**src/rtl/resolver_port_defines.svh**
```systemverilog
// constants and field layout of the resolver host port
//
// How it works
// - reads, writes and serial frames only while chip select is low
// - serial port when select low, else parallel
// - parallel outputs driven only during select and read
// - parallel write bytes taken during select and write
// - frame strobe frames serial transfer, enables msb pin
// - sample falling edge copies position and velocity
// - same sample edge refreshes fault register
// - msb pin is serial out, shifts on rising
// - resolution taken from two resolution select inputs
// - serial input bits captured on falling serial clock
// - operating mode taken from two mode select inputs
`ifndef RESOLVER_PORT_DEFINES_SVH
`define RESOLVER_PORT_DEFINES_SVH

// ***************************************
// widths and field positions
// ***************************************
`define RP_WORD_W      16
`define RP_BYTE_W      8
`define RP_FAULT_W     8
`define RP_SERIAL_LEN  24
`define RP_SERIAL_MSB  23
`define RP_MSB_BIT     15
`define RP_FIFO_DEPTH  16

// ***************************************
// reset values and masks
// ***************************************
`define RP_WORD_RESET  16'h0000
`define RP_FAULT_RESET 8'h00
`define RP_OE_NONE     16'h0000
`define RP_OE_ALL      16'hffff
`define RP_OE_MSB      16'h8000
`define RP_MASK_10     16'hffc0
`define RP_MASK_12     16'hfff0
`define RP_MASK_14     16'hfffc
`define RP_MASK_16     16'hffff
`define RP_LAST_BIT    3'h7

`endif

```
**src/rtl/resolver_port_pkg.sv**
```systemverilog
// types shared by the resolver host port
package resolver_port_pkg;

	// ***************************************
	// pin group, sampled together
	// ***************************************
	typedef struct packed {
		logic       chipSelectN;
		logic       readStrobeN;
		logic       writeFrameStrobeN;
		logic       serialPortSelectN;
		logic       sampleStrobe;
		logic       serialClock;
		logic       serialDataIn;
		logic       modeSelectHi;
		logic       modeSelectLo;
		logic       resolutionSelectHi;
		logic       resolutionSelectLo;
		logic [7:0] writeData;
	} hostPins_t;

	// integrator values and faults, live or held
	typedef struct packed {
		logic [15:0] position;
		logic [15:0] velocity;
		logic [7:0]  faults;
	} snapshot_t;

	typedef enum logic [1:0] {
		MODE_POSITION = 2'b00,
		MODE_RESERVED = 2'b01,
		MODE_VELOCITY = 2'b10,
		MODE_CONFIG   = 2'b11
	} portMode_t;

	typedef enum logic {
		FRAME_IDLE   = 1'b0,
		FRAME_ACTIVE = 1'b1
	} frameState_t;

endpackage

```
**src/rtl/sample_fifo.sv**
```systemverilog
// small synchronous fifo for bytes written by the host
`timescale 1ns/1ns
`default_nettype none

module sample_fifo #(
	parameter int WIDTH = 8,
	parameter int DEPTH = 16
) (
	input  wire logic             clk,
	input  wire logic             rst,
	input  wire logic             inValid,
	output logic                  inReady,
	input  wire logic [WIDTH-1:0] inData,
	output logic                  outValid,
	input  wire logic             outReady,
	output logic      [WIDTH-1:0] outData
);
	localparam int AW = $clog2(DEPTH);

	// pointers need a power of two to wrap cleanly
	generate
		if (DEPTH < 2 || (1 << AW) != DEPTH || WIDTH < 1) begin : g_bad
			$error("sample_fifo: DEPTH must be a power of two");
		end
	endgenerate

	logic [WIDTH-1:0] mem [DEPTH];
	logic [AW:0]      wrPtr;
	logic [AW:0]      rdPtr;
	logic             doWrite;
	logic             doRead;

	// full when pointers differ only in the wrap bit
	assign inReady  = (wrPtr ^ rdPtr) != {1'b1, {AW{1'b0}}};
	assign outValid = wrPtr != rdPtr;
	assign doWrite  = inValid && inReady;
	assign doRead   = outValid && outReady;
	assign outData  = mem[rdPtr[AW-1:0]];

	// storage, no reset needed on data
	always_ff @(posedge clk) begin
		if (doWrite) begin
			mem[wrPtr[AW-1:0]] <= inData;
		end
	end

	// pointer updates
	always_ff @(posedge clk) begin
		if (rst) begin
			wrPtr <= '0;
			rdPtr <= '0;
		end else begin
			if (doWrite) begin
				wrPtr <= wrPtr + 1'b1;
			end
			if (doRead) begin
				rdPtr <= rdPtr + 1'b1;
			end
		end
	end

endmodule // sample_fifo

`default_nettype wire

```
**src/rtl/resolver_host_port_select.sv**
```systemverilog
// host pin logic: parallel and serial ports, sample snapshot
`timescale 1ns/1ns
`default_nettype none
`include "resolver_port_defines.svh"

module resolver_host_port_select #(
	parameter int FIFO_DEPTH = `RP_FIFO_DEPTH
) (
	input  wire logic                           clk,
	input  wire logic                           rst,
	input  wire resolver_port_pkg::hostPins_t   hostPins,
	input  wire resolver_port_pkg::snapshot_t   integrators,
	output logic      [15:0]                    dataOut,
	output logic      [15:0]                    dataOe,
	output logic      [1:0]                     resolution,
	output var  resolver_port_pkg::portMode_t   portMode,
	output logic                                hostWriteReady,
	output logic                                writeValid,
	input  wire logic                           writeReady,
	output logic      [7:0]                     writeByte
);
	import resolver_port_pkg::*;

	// ***************************************
	// pin synchronisers and edge finding
	// ***************************************
	hostPins_t   pinMeta;
	hostPins_t   pins;
	hostPins_t   pinsPrev;
	snapshot_t   snap;
	frameState_t state;
	logic [23:0] shiftReg;
	logic [7:0]  inShift;
	logic [2:0]  inCount;
	logic [7:0]  writeHold;
	logic        pushValid;
	logic [7:0]  pushByte;
	logic [15:0] readWord;
	logic        selected;
	logic        parallelMode;
	logic        serialMode;
	logic        sampleFall;
	logic        sclkRise;
	logic        sclkFall;
	logic        frameOpen;
	logic        frameStart;
	logic        writeOpen;
	logic        parallelPush;
	logic        serialPush;

	// serial frame is open while selected and strobed
	function automatic logic frameActive(hostPins_t p);
		frameActive = !p.serialPortSelectN && !p.chipSelectN &&
			!p.writeFrameStrobeN;
	endfunction

	// parallel write window
	function automatic logic writeWindow(hostPins_t p);
		writeWindow = p.serialPortSelectN && !p.chipSelectN &&
			!p.writeFrameStrobeN;
	endfunction

	// resolution keeps the top bits, lower bits read zero
	function automatic logic [15:0] resolutionMask(logic [1:0] r);
		case (r)
			2'h0:    resolutionMask = `RP_MASK_10;
			2'h1:    resolutionMask = `RP_MASK_12;
			2'h2:    resolutionMask = `RP_MASK_14;
			default: resolutionMask = `RP_MASK_16;
		endcase
	endfunction

	// two synchroniser flops per pin plus pinsPrev for edges; pinMeta is read by pins only
	always_ff @(posedge clk) begin
		pinMeta  <= hostPins;
		pins     <= pinMeta;
		pinsPrev <= pins;
	end

	assign selected     = !pins.chipSelectN;
	assign parallelMode = pins.serialPortSelectN;
	assign serialMode   = !pins.serialPortSelectN;
	assign sampleFall   = pinsPrev.sampleStrobe && !pins.sampleStrobe;
	assign sclkRise     = !pinsPrev.serialClock && pins.serialClock;
	assign sclkFall     = pinsPrev.serialClock && !pins.serialClock;
	assign frameOpen    = frameActive(pins);
	assign frameStart   = frameOpen && !frameActive(pinsPrev);
	assign writeOpen    = writeWindow(pins);
	assign parallelPush = writeWindow(pinsPrev) && !writeOpen;

	// ***************************************
	// sample snapshot and configuration
	// ***************************************
	// whole struct copied in one edge so the host never sees a mix
	always_ff @(posedge clk) begin
		if (rst) begin
			snap.position <= `RP_WORD_RESET;
			snap.velocity <= `RP_WORD_RESET;
			snap.faults   <= `RP_FAULT_RESET;
		end else if (sampleFall) begin
			snap <= integrators;
		end
	end

	// resolution and mode follow their pins
	always_ff @(posedge clk) begin
		if (rst) begin
			resolution <= 2'h3;
			portMode   <= MODE_POSITION;
		end else begin
			resolution <= {pins.resolutionSelectHi,
				pins.resolutionSelectLo};
			portMode   <= portMode_t'({pins.modeSelectHi,
				pins.modeSelectLo});
		end
	end

	// word offered to the host for the current mode
	always_comb begin
		case (portMode)
			MODE_POSITION: readWord = snap.position & resolutionMask(resolution);
			MODE_VELOCITY: readWord = snap.velocity & resolutionMask(resolution);
			default:       readWord = {8'h00, snap.faults};
		endcase
	end

	// ***************************************
	// output buffers
	// ***************************************
	// read strobe is ignored in serial mode, host keeps it high
	always_comb begin
		if (!selected) begin
			dataOe = `RP_OE_NONE;
		end else if (parallelMode && !pins.readStrobeN) begin
			dataOe = `RP_OE_ALL;
		end else if (frameOpen) begin
			dataOe = `RP_OE_MSB;
		end else begin
			dataOe = `RP_OE_NONE;
		end
	end

	// serial bit lags the shift register by one clock
	always_ff @(posedge clk) begin
		if (rst) begin
			dataOut <= `RP_WORD_RESET;
		end else if (parallelMode) begin
			dataOut <= readWord;
		end else begin
			dataOut <= {shiftReg[`RP_SERIAL_MSB], 15'h0000};
		end
	end

	// ***************************************
	// serial frame
	// ***************************************
	always_ff @(posedge clk) begin
		if (rst) begin
			state <= FRAME_IDLE;
		end else begin
			case (state)
				FRAME_IDLE: begin
					if (frameStart) begin
						state <= FRAME_ACTIVE;
					end
				end
				FRAME_ACTIVE: begin
					if (!frameOpen) begin
						state <= FRAME_IDLE;
					end
				end
				default: state <= FRAME_IDLE;
			endcase
		end
	end

	// 16 data bits then 8 fault bits, msb first
	always_ff @(posedge clk) begin
		if (rst) begin
			shiftReg <= '0;
		end else if (frameStart) begin
			shiftReg <= {readWord, snap.faults};
		end else if (state == FRAME_ACTIVE && frameOpen && sclkRise) begin
			shiftReg <= {shiftReg[22:0], 1'b0};
		end
	end

	// input bits gathered into bytes on falling serial clock
	always_ff @(posedge clk) begin
		if (rst) begin
			inShift <= '0;
			inCount <= '0;
		end else if (frameStart) begin
			inCount <= '0;
		end else if (state == FRAME_ACTIVE && frameOpen && sclkFall) begin
			inShift <= {inShift[6:0], pins.serialDataIn};
			inCount <= inCount + 1'b1;
		end
	end

	assign serialPush = state == FRAME_ACTIVE && frameOpen && sclkFall &&
		inCount == `RP_LAST_BIT;

	// ***************************************
	// write path into the fifo
	// ***************************************
	// data held while the window is open, pushed as it closes
	always_ff @(posedge clk) begin
		if (rst) begin
			writeHold <= '0;
		end else if (writeOpen) begin
			writeHold <= pins.writeData;
		end
	end

	// a byte arriving while the fifo is full is lost
	always_ff @(posedge clk) begin
		if (rst) begin
			pushValid <= 1'b0;
			pushByte  <= '0;
		end else begin
			pushValid <= parallelPush || serialPush;
			if (parallelPush) begin
				pushByte <= writeHold;
			end else if (serialPush) begin
				pushByte <= {inShift[6:0], pins.serialDataIn};
			end
		end
	end

	sample_fifo #(
		.WIDTH (`RP_BYTE_W),
		.DEPTH (FIFO_DEPTH)
	) u_fifo (
		.clk      (clk),
		.rst      (rst),
		.inValid  (pushValid),
		.inReady  (hostWriteReady),
		.inData   (pushByte),
		.outValid (writeValid),
		.outReady (writeReady),
		.outData  (writeByte)
	);
endmodule // resolver_host_port_select

`default_nettype wire

```
**config.mk**
```make
export PLATFORM = sky130hd
export DESIGN_NAME = resolver_host_port_select
export DESIGN_NICKNAME = d
export VERILOG_FILES = /design/src/rtl/resolver_port_pkg.sv /design/src/rtl/sample_fifo.sv /design/src/rtl/resolver_host_port_select.sv
export VERILOG_INCLUDE_DIRS = /design/src /design/src/rtl
export SDC_FILE = /design/constraint.sdc
export NUM_CORES = 1
export LEC_CHECK = 0
export BUFFER_PORTS_ARGS = -buffer_cell sky130_fd_sc_hd__buf_2
export CELL_PAD_IN_SITES_DETAIL_PLACEMENT = 0
export CELL_PAD_IN_SITES_GLOBAL_PLACEMENT = 2
export CORE_MARGIN = 2
export CORE_UTILIZATION = 40
export DETAILED_ROUTE_END_ITERATION = 10
export GPL_TIMING_DRIVEN = 0
export PLACE_DENSITY_LB_ADDON = 0.1
export SYNTH_ARGS = -nofsm -noshare
export SYNTH_HDL_FRONTEND = slang
export SYNTH_SLANG_ARGS = --single-unit
```
**constraint.sdc**
```tcl
create_clock -name clk -period 2.1 [get_ports clk]
set_input_delay 0.42 -clock clk [delete_from_list [all_inputs] [get_ports clk]]
set_output_delay 0.42 -clock clk [all_outputs]
set_load 0.02 [all_outputs]
```
==> impl_metrics.ini, run 1 <==
[power_and_ir_drop]
internal_power_mw = 10.2
power.share.clock_pct = 43.5
p_leak_nw = 5.43
power_frac_comb_pct = 9.0
pwr-share-seq_pct = 47.5
p_switching_mw = 3.01
vdd_drop_max_uv = 599
power_density_mw_per_mm2 = 946
swShare_pct = 22.8

[place]
hpwl_um = 17100
placed_area_mm2 = 0.0123
port_buffers = 107
place_congestion = 0.734
post-place-cells = 1317

[critical_path]
worstPathArrival_ns = 2.36
endpoint_kind = output port
start_kind = flip-flop
required_ns = 1.68
critPathMaxFanout = 8
path_class = flip-flop to output port

[synthesis]
ys_warn_count = 0
synth_cell_types = 52
synth_cells = 832
syn_area_per_cell_um2 = 13.6
synthArstFlopShare_pct = 0
yosysSeqAreaShare_pct = 64.1
syn-cell-area_mm2 = 0.0113
synth_edf_count = 128
syn_nets = 901
synth.ff_latch_count = 297
yosys_most_used_dff = dfxtp_1

[global_routing]
grt.overflow.total = 0
grt_pass1_vias = 6835
antenna_found_initial = 0
grt_pass1_wl_um = 37700
grt_usage_pct = 16.6
grt_max_degree = 18

[cts]
insertion_delay_ns = 0.52
cts_root_buffer = clkbuf_16
clockBufferDepth = 3
clock-sinks = 297
cts_buffers = 34
htree_levels = 2
cts_tree = yes
clk_pin_slew_ns = 0.06

[timing]
fmaxAchievable_mhz = 360
min_period_ns = 2.78
layout_setup_ws_ns = -0.677
finalSetupViolations = 8
tightest_slew_ns = 0.774
finalHoldViolations = 0
fin_crit_sh_pct = 132
slew_headroom_pct = 48.3
fin_skew_ns = 0.0139
rsz0062_at_grt = true
whs_ns = 0.146
drv_slew = 0

[route]
drc_errors = 0
dr.first_iter.drc_count = 484
wl_per_cell_um = 17.5
wl_um = 24700
drt_pass1_iterations = 4
viasPerCell = 4.88
vias = 6874
antenna_left = 0

[die]
dieArea_mm2 = 0.0296
coreArea_mm2 = 0.0278
die_x_um = 172
start_util_pct = 40.6
num_io_pins = 108
fp.dieH_um = 172
rows = 61

[final_layout]
drive_gt1_share_pct = 28.6
final_area_mm2 = 0.0139
fillers = 2509
area_growth_pct = 23.6
final_cells = 1409
final_common_cell = dfxtp_1
antenna_cells = 0
final_net_count = 1074
mostFrequentLayoutCells = 158 x dfxtp_1, 128 x edfxtp_1, 102 x nand2_1

[flow_run]
cap_violations = 0

[status]
violations = negative setup slack
outcome = finished with violations

[worst_hold_path]
hp-class = input pin to flip-flop
[area by class of cell]
type | count | area [um^2] | area share, %
repair buffers | 139 | 1010 | 7.25
clock buffers | 49 | 978 | 7.02
flip-flops and latches | 297 | 7260 | 52.1
well taps | 378 | 473 | 3.39
inverters | 7 | 26.3 | 0.188
clock inverters | 13 | 126 | 0.906
multi-input cells | 463 | 3640 | 26.1
plain buffers | 63 | 427 | 3.06
[registers in the layout, summed over array words and instances, names as in the netlist, 2 cells and up, named ones only]
register and cells:
snap 40, u_fifo.rdPtr 5, pinsPrev 5, shiftReg 24
pushByte 8, portMode 2, writeHold 8, inShift 7
dataOut 16, u_fifo.wrPtr 5, u_fifo.mem 128, pinMeta 19
pins 18, resolution 2, inCount 3
[final timing paths]
check / start / to / slack (ns) / cells past startpoint
min: integrators[11] / snap[11] / 0.15 / 3
min reg2reg: pinMeta[5] / pins[5] / 0.32 / 0
max: flip-flop / writeByte[1] / -0.68 / 5
max reg2reg: u_fifo.wrPtr[1] / u_fifo.mem[14][4] / 0.10 / 6
[power by group through the flow]
stage / sequential [mW] / combinational [mW] / clock [mW]
CTS: 6.27 / 1.05 / 5.88
finish: 6.27 / 1.19 / 5.74
global placement: 6.39 / 0.968 / 0
detailed placement: 6.39 / 0.966 / 0
global route: 6.29 / 1.28 / 6.12
floorplan: 6.36 / 0.673 / 0
[cells by family after synthesis]
group                    Yosys count  share of synthesized area [%]
flip-flops                       297                           64.1
AND/OR/NAND/NOR                  231                           9.25
AO/OA/AOI/OAI                    114                           6.98
multiplexers                     104                           14.6
buffers and inverters             72                           3.80
XOR/XNOR                           7                          0.544
adder cells (fa/ha/maj)            7                          0.776
[cell usage after synthesis, types with 2 or more instances]
master    instances  area share, %
mux2_2           10            1.0
buf_8             2           0.27
ha_1              7           0.78
a22oi_1           4           0.27
nand2_1         104            3.5
nand3_1           4           0.18
and4_1            3           0.23
xnor2_1           5           0.39
a211oi_1         27            1.8
and2_1            3           0.17
mux4_1           24            5.6
nor3b_1           2           0.13
o311ai_0          3           0.23
buf_1             7           0.23
nor3_1           11           0.49
clkbuf_1         23           0.77
dfxtp_1         169             30
a21oi_1          57            2.5
edfxtp_1        128             34
buf_6             6           0.60
buf_2             8           0.35
inv_1             7           0.23
o21ai_0           3           0.13
mux2i_1          54            4.8
mux4_2           16            3.2
nand4_1           3           0.17
nand2b_1          2           0.11
nor2_1           65            2.2
xor2_1            2           0.16
buf_4            17            1.1
a211o_1           2           0.16
a211oi_2          9            1.0
a221oi_1          2           0.16
and3_1           15           0.83
or2_2             2           0.11
nor2b_1          10           0.55
[worst max-delay path, cell delays in order, from the launching register on]
cell and delay, ns:
dfxtp_2 0.34, buf_12 0.15, clkbuf_16 0.16, mux4_2 0.52, mux4_2 0.49, buf_2 0.18
[routing by layer]
layer / GRT usage, % / vias up / share of wire, %
li1: - / 3376 / -
met4: 4.64 / 0 / 1.7
met2: 26.4 / 134 / 47
met1: 23.3 / 3330 / 48
met3: 3.23 / 34 / 3.9
met5: 0 / - / 0
[what timing repair did]
item	CTS	global route
hold buffers	19	0
gates resized for setup	49	53
setup buffers	3	6
pin swaps	0	6
setup endpoints to repair	106	42
hold endpoints to repair	19	0
cloned	0	4
[metrics by stage]
| step | power [mW] | setup WS, ns | TNS, ns | util (%) |
|---|---|---|---|---|
| final | 13.2 | -0.677 | -5.20 | 50.2 |
| after global routing | 13.7 | -0.716 | -5.61 | 50.2 |
| after CTS | 13.2 | -0.721 | -5.58 | 49.3 |
| after detailed placement | 7.36 | -0.441 | -18.12 | 44.2 |
| after global placement | 7.35 | -0.414 | -17.35 | 44.2 |
| after floorplan | 7.03 | 0.0481 | 0 | - |
Power figures use the tool's default switching activity.
==> inputs of run 2 (changes only) <==
CTS_BUF_LIST = sky130_fd_sc_hd__clkbuf_8   (was default)
==> run 2 against run 1 <==
  * Power is 6.7% lower
  * Hold slack worse by 0.046 ns
  * Largest power group unchanged
  * Flip-flop and latch count stayed put
  * Design area is 0.16% lower
  * Sequential share of layout area is 0.12 points higher
  * Fmax is 0.21% lower
  * Combinational power is 4% higher
  * First-iteration DRC count is 23% lower
  * Die area stayed put
  * The run still ends with negative setup slack left
  * Via count is 1.3% higher
==> impl_metrics.ini, run 2 (synthesized netlist as in run 1, its figures left out) <==
[timing]
tightest_slew_ns = 0.770
layout_setup_ws_ns = -0.683
finalSetupViolations = 8
rsz0062_at_grt = true
fin_crit_sh_pct = 133
fmaxAchievable_mhz = 359
fin_skew_ns = 0.0228
drv_slew = 0
slew_headroom_pct = 48.5
finalHoldViolations = 0
min_period_ns = 2.78

[place]
place_congestion = 0.734
place_ws_ns = -0.441
port_buffers = 107
post-place-cells = 1317
placed_area_mm2 = 0.0123
hpwl_um = 17100

[die]
start_util_pct = 40.6
coreArea_mm2 = 0.0278
dieArea_mm2 = 0.0296
rows = 61
fp.dieH_um = 172
num_io_pins = 108
die_x_um = 172

[flow_run]
cap_violations = 0

[worst_hold_path]
hold_end = snap[11]
hold_path_depth = 3
hp-class = input pin to flip-flop
min_from = integrators[11]

[final_layout]
antenna_cells = 0
final_common_cell = dfxtp_1
mostFrequentLayoutCells = 158 x dfxtp_1, 128 x edfxtp_1, 102 x nand2_1
drive_gt1_share_pct = 31.3
area_growth_pct = 23.4
multi_input_area_mm2 = 0.00363
final_net_count = 1101
final_cells = 1445
fillers = 2564
final_area_mm2 = 0.0139
largest_reg_flops = 128
regArea_mm2 = 0.00726

[critical_path]
required_ns = 1.68
start_kind = flip-flop
reg2reg_to = u_fifo.mem[14][3]
cp_cell_sequence = buf_12 > buf_12 > mux4_2 > mux4_2 > buf_6
reg2regPathDepth = 6
r2r_slack_ns = 0.11
path_class = flip-flop to output port
endpoint_kind = output port
worstPathArrival_ns = 2.36
critPathMaxFanout = 8
reg2reg_from = u_fifo.rdPtr[2]
slowest_delay_ns = 0.54
worst_path_max_delay_cell = mux4_2

[route]
antenna_left = 0
drc_errors = 0
viasPerCell = 4.82
wl_um = 24700
wl_per_cell_um = 17.1
vias = 6966
drt_pass1_iterations = 4
dr.first_iter.drc_count = 372

[cts]
clk_pin_slew_ns = 0.06
htree_levels = 2
clockBufferDepth = 3
cts_root_buffer = clkbuf_8
insertion_delay_ns = 0.56
cts_buffers = 48
clock-sinks = 297
cts_tree = yes

[status]
outcome = finished with violations
violations = negative setup slack

[power_and_ir_drop]
power_density_mw_per_mm2 = 884
p_leak_nw = 5.50
vdd_drop_max_uv = 556

[global_routing]
grt.overflow.total = 0
grt_pass1_vias = 7023
grt_pass1_wl_um = 38000
antenna_found_initial = 0
grt_usage_pct = 16.6
grt_max_degree = 18
-- run 2: cell count changes in the layout (fill, tap and decap cells not counted), moves of 4 or more --
cell / delta
buf_6: +11
clkbuf_1: -9
clkbuf_16: -35
clkbuf_8: +56
clkinv_2: +4
inv_1: +14
mux4_1: -6
mux4_2: +6
-- run 2: metrics by stage --
step,power (mW),util (%),hold slack [ns],TNS (ns)
3_3_place_gp,7.35,44.2,0.310,-17.35
4_1_cts,12.3,49.0,0.0604,-6.01
5_1_grt,12.8,50.1,0.0757,-6.44
3_5_place_dp,7.36,44.2,0.312,-18.12
2_1_floorplan,7.03,-,0.310,0
6_report,12.3,50.1,0.100,-5.38
-- run 2: power by group --
group / total (mW) / internal, mW / switching, mW
combinational: 1.24 / 0.657 / 0.579
clock: 4.81 / 2.61 / 2.20
sequential: 6.26 / 6.15 / 0.109
-- run 2: area by class of cell --
type	instances	share of cell area, %
Clock inverter	24	0.836
Sequential cell	297	52.2
Clock buffer	61	6.03
Buffer	63	3.28
Inverter	7	0.189
Multi-Input combinational cell	463	26.1
Tap cell	378	3.40
Timing Repair Buffer	152	8.04
-- run 2: metal layers --
layer	track usage [%]	wire, um
met2	26.3	11400
met3	3.34	1230
met1	23.3	11700
met4	4.53	413
met5	0	0
-- run 2: worst max path at each step --
stage	cells after the start	slack, ns	endpoint	start
floorplan	4	0.05	writeByte[0]	flip-flop
global placement	4	-0.41	writeByte[6]	flip-flop
detailed placement	4	-0.44	writeByte[6]	flip-flop
CTS	5	-0.77	writeByte[1]	flip-flop
global route	5	-0.75	writeByte[4]	flip-flop
finish	5	-0.68	writeByte[6]	flip-flop
-- run 2: critical path: cells and delay by family, from the launching register on --
kind	cells	cell delay [ns]
mux	2	1.04
flops	1	0.34
buf+inv	3	0.43
-- run 2: what timing repair did --
item / in CTS / in global routing
hold buffers: 19 / 0
endpoints found under the hold margin: 19 / 0
gates resized for setup: 59 / 63
cloned: 0 / 4
endpoints found under the setup margin: 106 / 50
pin swaps: 4 / 5
buffers inserted: 10 / 12
==> inputs of run 3 (changes only) <==
HOLD_SLACK_MARGIN = 0.12   (was default)
==> run 3 against run 2 <==
  * The run still ends with negative setup slack left
  * Critical endpoint unchanged
  * Die area did not move
  * Register-to-register slack hardly changed
  * Cell count increased by 2.8%
==> impl_metrics.ini, run 3 (synthesized netlist as in run 1, its figures left out) <==
[status]
outcome = finished with violations
violations = negative setup slack

[critical_path]
r2r_slack_ns = 0.10
path_class = flip-flop to output port
endpoint_kind = output port
reg2regPathDepth = 6
start_kind = flip-flop
worstPathArrival_ns = 2.36
reg2reg_from = u_fifo.rdPtr[2]
reg2reg_to = u_fifo.mem[14][3]
critPathMaxFanout = 8
required_ns = 1.68

[cts]
clockBufferDepth = 3
insertion_delay_ns = 0.57
cts_tree = yes
clk_pin_slew_ns = 0.06
clock-sinks = 297
cts_root_buffer = clkbuf_8
htree_levels = 2
cts_buffers = 48

[power_and_ir_drop]
vdd_drop_max_uv = 556
power_density_mw_per_mm2 = 864
p_leak_nw = 5.67
p_total_mw = 12.4

[final_layout]
final_area_mm2 = 0.0143
mostFrequentLayoutCells = 158 x dfxtp_1, 128 x edfxtp_1, 102 x nand2_1
largest_reg_flops = 128
antenna_cells = 0
drive_gt1_share_pct = 30.2
final_cells = 1485
area_growth_pct = 27.0
final_net_count = 1141
fillers = 2530
fin_util_pct = 51.6
final_common_cell = dfxtp_1

[worst_hold_path]
min_from = rst
hold_end = u_fifo.rdPtr[4]
hold_path_depth = 3
hp-class = input pin to flip-flop

[place]
place_congestion = 0.734
port_buffers = 107
place_ws_ns = -0.441
hpwl_um = 17100
post-place-cells = 1317
placed_area_mm2 = 0.0123

[timing]
tightest_slew_ns = 0.772
drv_slew = 0
fmaxAchievable_mhz = 359
whs_ns = 0.301
finalHoldViolations = 0
fin_tns_setup_ns = -5.37
min_period_ns = 2.78
fin_crit_sh_pct = 133
finalSetupViolations = 8
slew_headroom_pct = 48.4
rsz0062_at_grt = true
fin_skew_ns = 0.0237
layout_setup_ws_ns = -0.683

[global_routing]
grt_usage_pct = 16.8
grt.overflow.total = 0
grt_max_degree = 18
antenna_found_initial = 0
grt_pass1_wl_um = 38500
grt_pass1_vias = 7152

[route]
drt_pass1_iterations = 4
drc_errors = 0
dr.first_iter.drc_count = 398
viasPerCell = 4.83
antenna_left = 0
vias = 7166
wl_um = 25100
wl_per_cell_um = 16.9

[die]
start_util_pct = 40.6
rows = 61
dieArea_mm2 = 0.0296
fp.dieH_um = 172
coreArea_mm2 = 0.0278
num_io_pins = 108
die_x_um = 172

[flow_run]
cap_violations = 0
==> run 3: cell types whose count changed in the layout (fill, tap and decap cells not counted) <==
cell	previous run	this run
dlygate4sd3_1	19	59
==> run 3: layout make-up <==
class / instances / area, um^2 / share of cell area [%]
flip-flops and latches: 297 / 7260 / 50.7
multi-input cells: 463 / 3630 / 25.3
repair buffers: 192 / 1520 / 10.6
clock buffers: 61 / 840 / 5.86
well taps: 378 / 473 / 3.30
plain buffers: 63 / 457 / 3.19
clock inverters: 24 / 116 / 0.812
inverters: 7 / 26.3 / 0.183
==> run 3: repair_timing <==
action / in CTS / in global routing
gates cloned: 0 / 4
endpoints found under the hold margin: 59 / 0
pin swaps: 4 / 5
gates resized for setup: 59 / 63
hold buffers: 59 / 0
setup buffers: 10 / 12
setup endpoints to repair: 106 / 50
==> run 3: per-layer routing <==
layer	global-route usage, %	vias up	part of all wire [%]
li1	-	3503	-
met5	0	-	0
met3	3.36	37	4.7
met1	23.5	3455	47
met4	4.53	0	1.6
met2	26.8	171	47
==> run 3: worst max path at each step <==
stage                   start      endpoint  slack [ns]  cells after the start
detailed placement  flip-flop  writeByte[6]       -0.44                      4
global placement    flip-flop  writeByte[6]       -0.41                      4
global route        flip-flop  writeByte[4]       -0.75                      5
finish              flip-flop  writeByte[6]       -0.68                      5
CTS                 flip-flop  writeByte[1]       -0.77                      5
floorplan           flip-flop  writeByte[0]        0.05                      4
==> run 3: power by group <==
group / switching [mW] / leakage, nW / internal [mW]
Sequential: 0.108 / 2.58 / 6.15
Combinational: 0.591 / 2.53 / 0.705
Clock: 2.20 / 0.557 / 2.62
Total: 2.90 / 5.67 / 9.47
==> run 3: worst max-delay path, stage by stage, from the launching register on <==
cell and delay [ns]:
dfxtp_2 0.34, buf_12 0.15, buf_12 0.13, mux4_2 0.54
mux4_2 0.50, buf_6 0.15
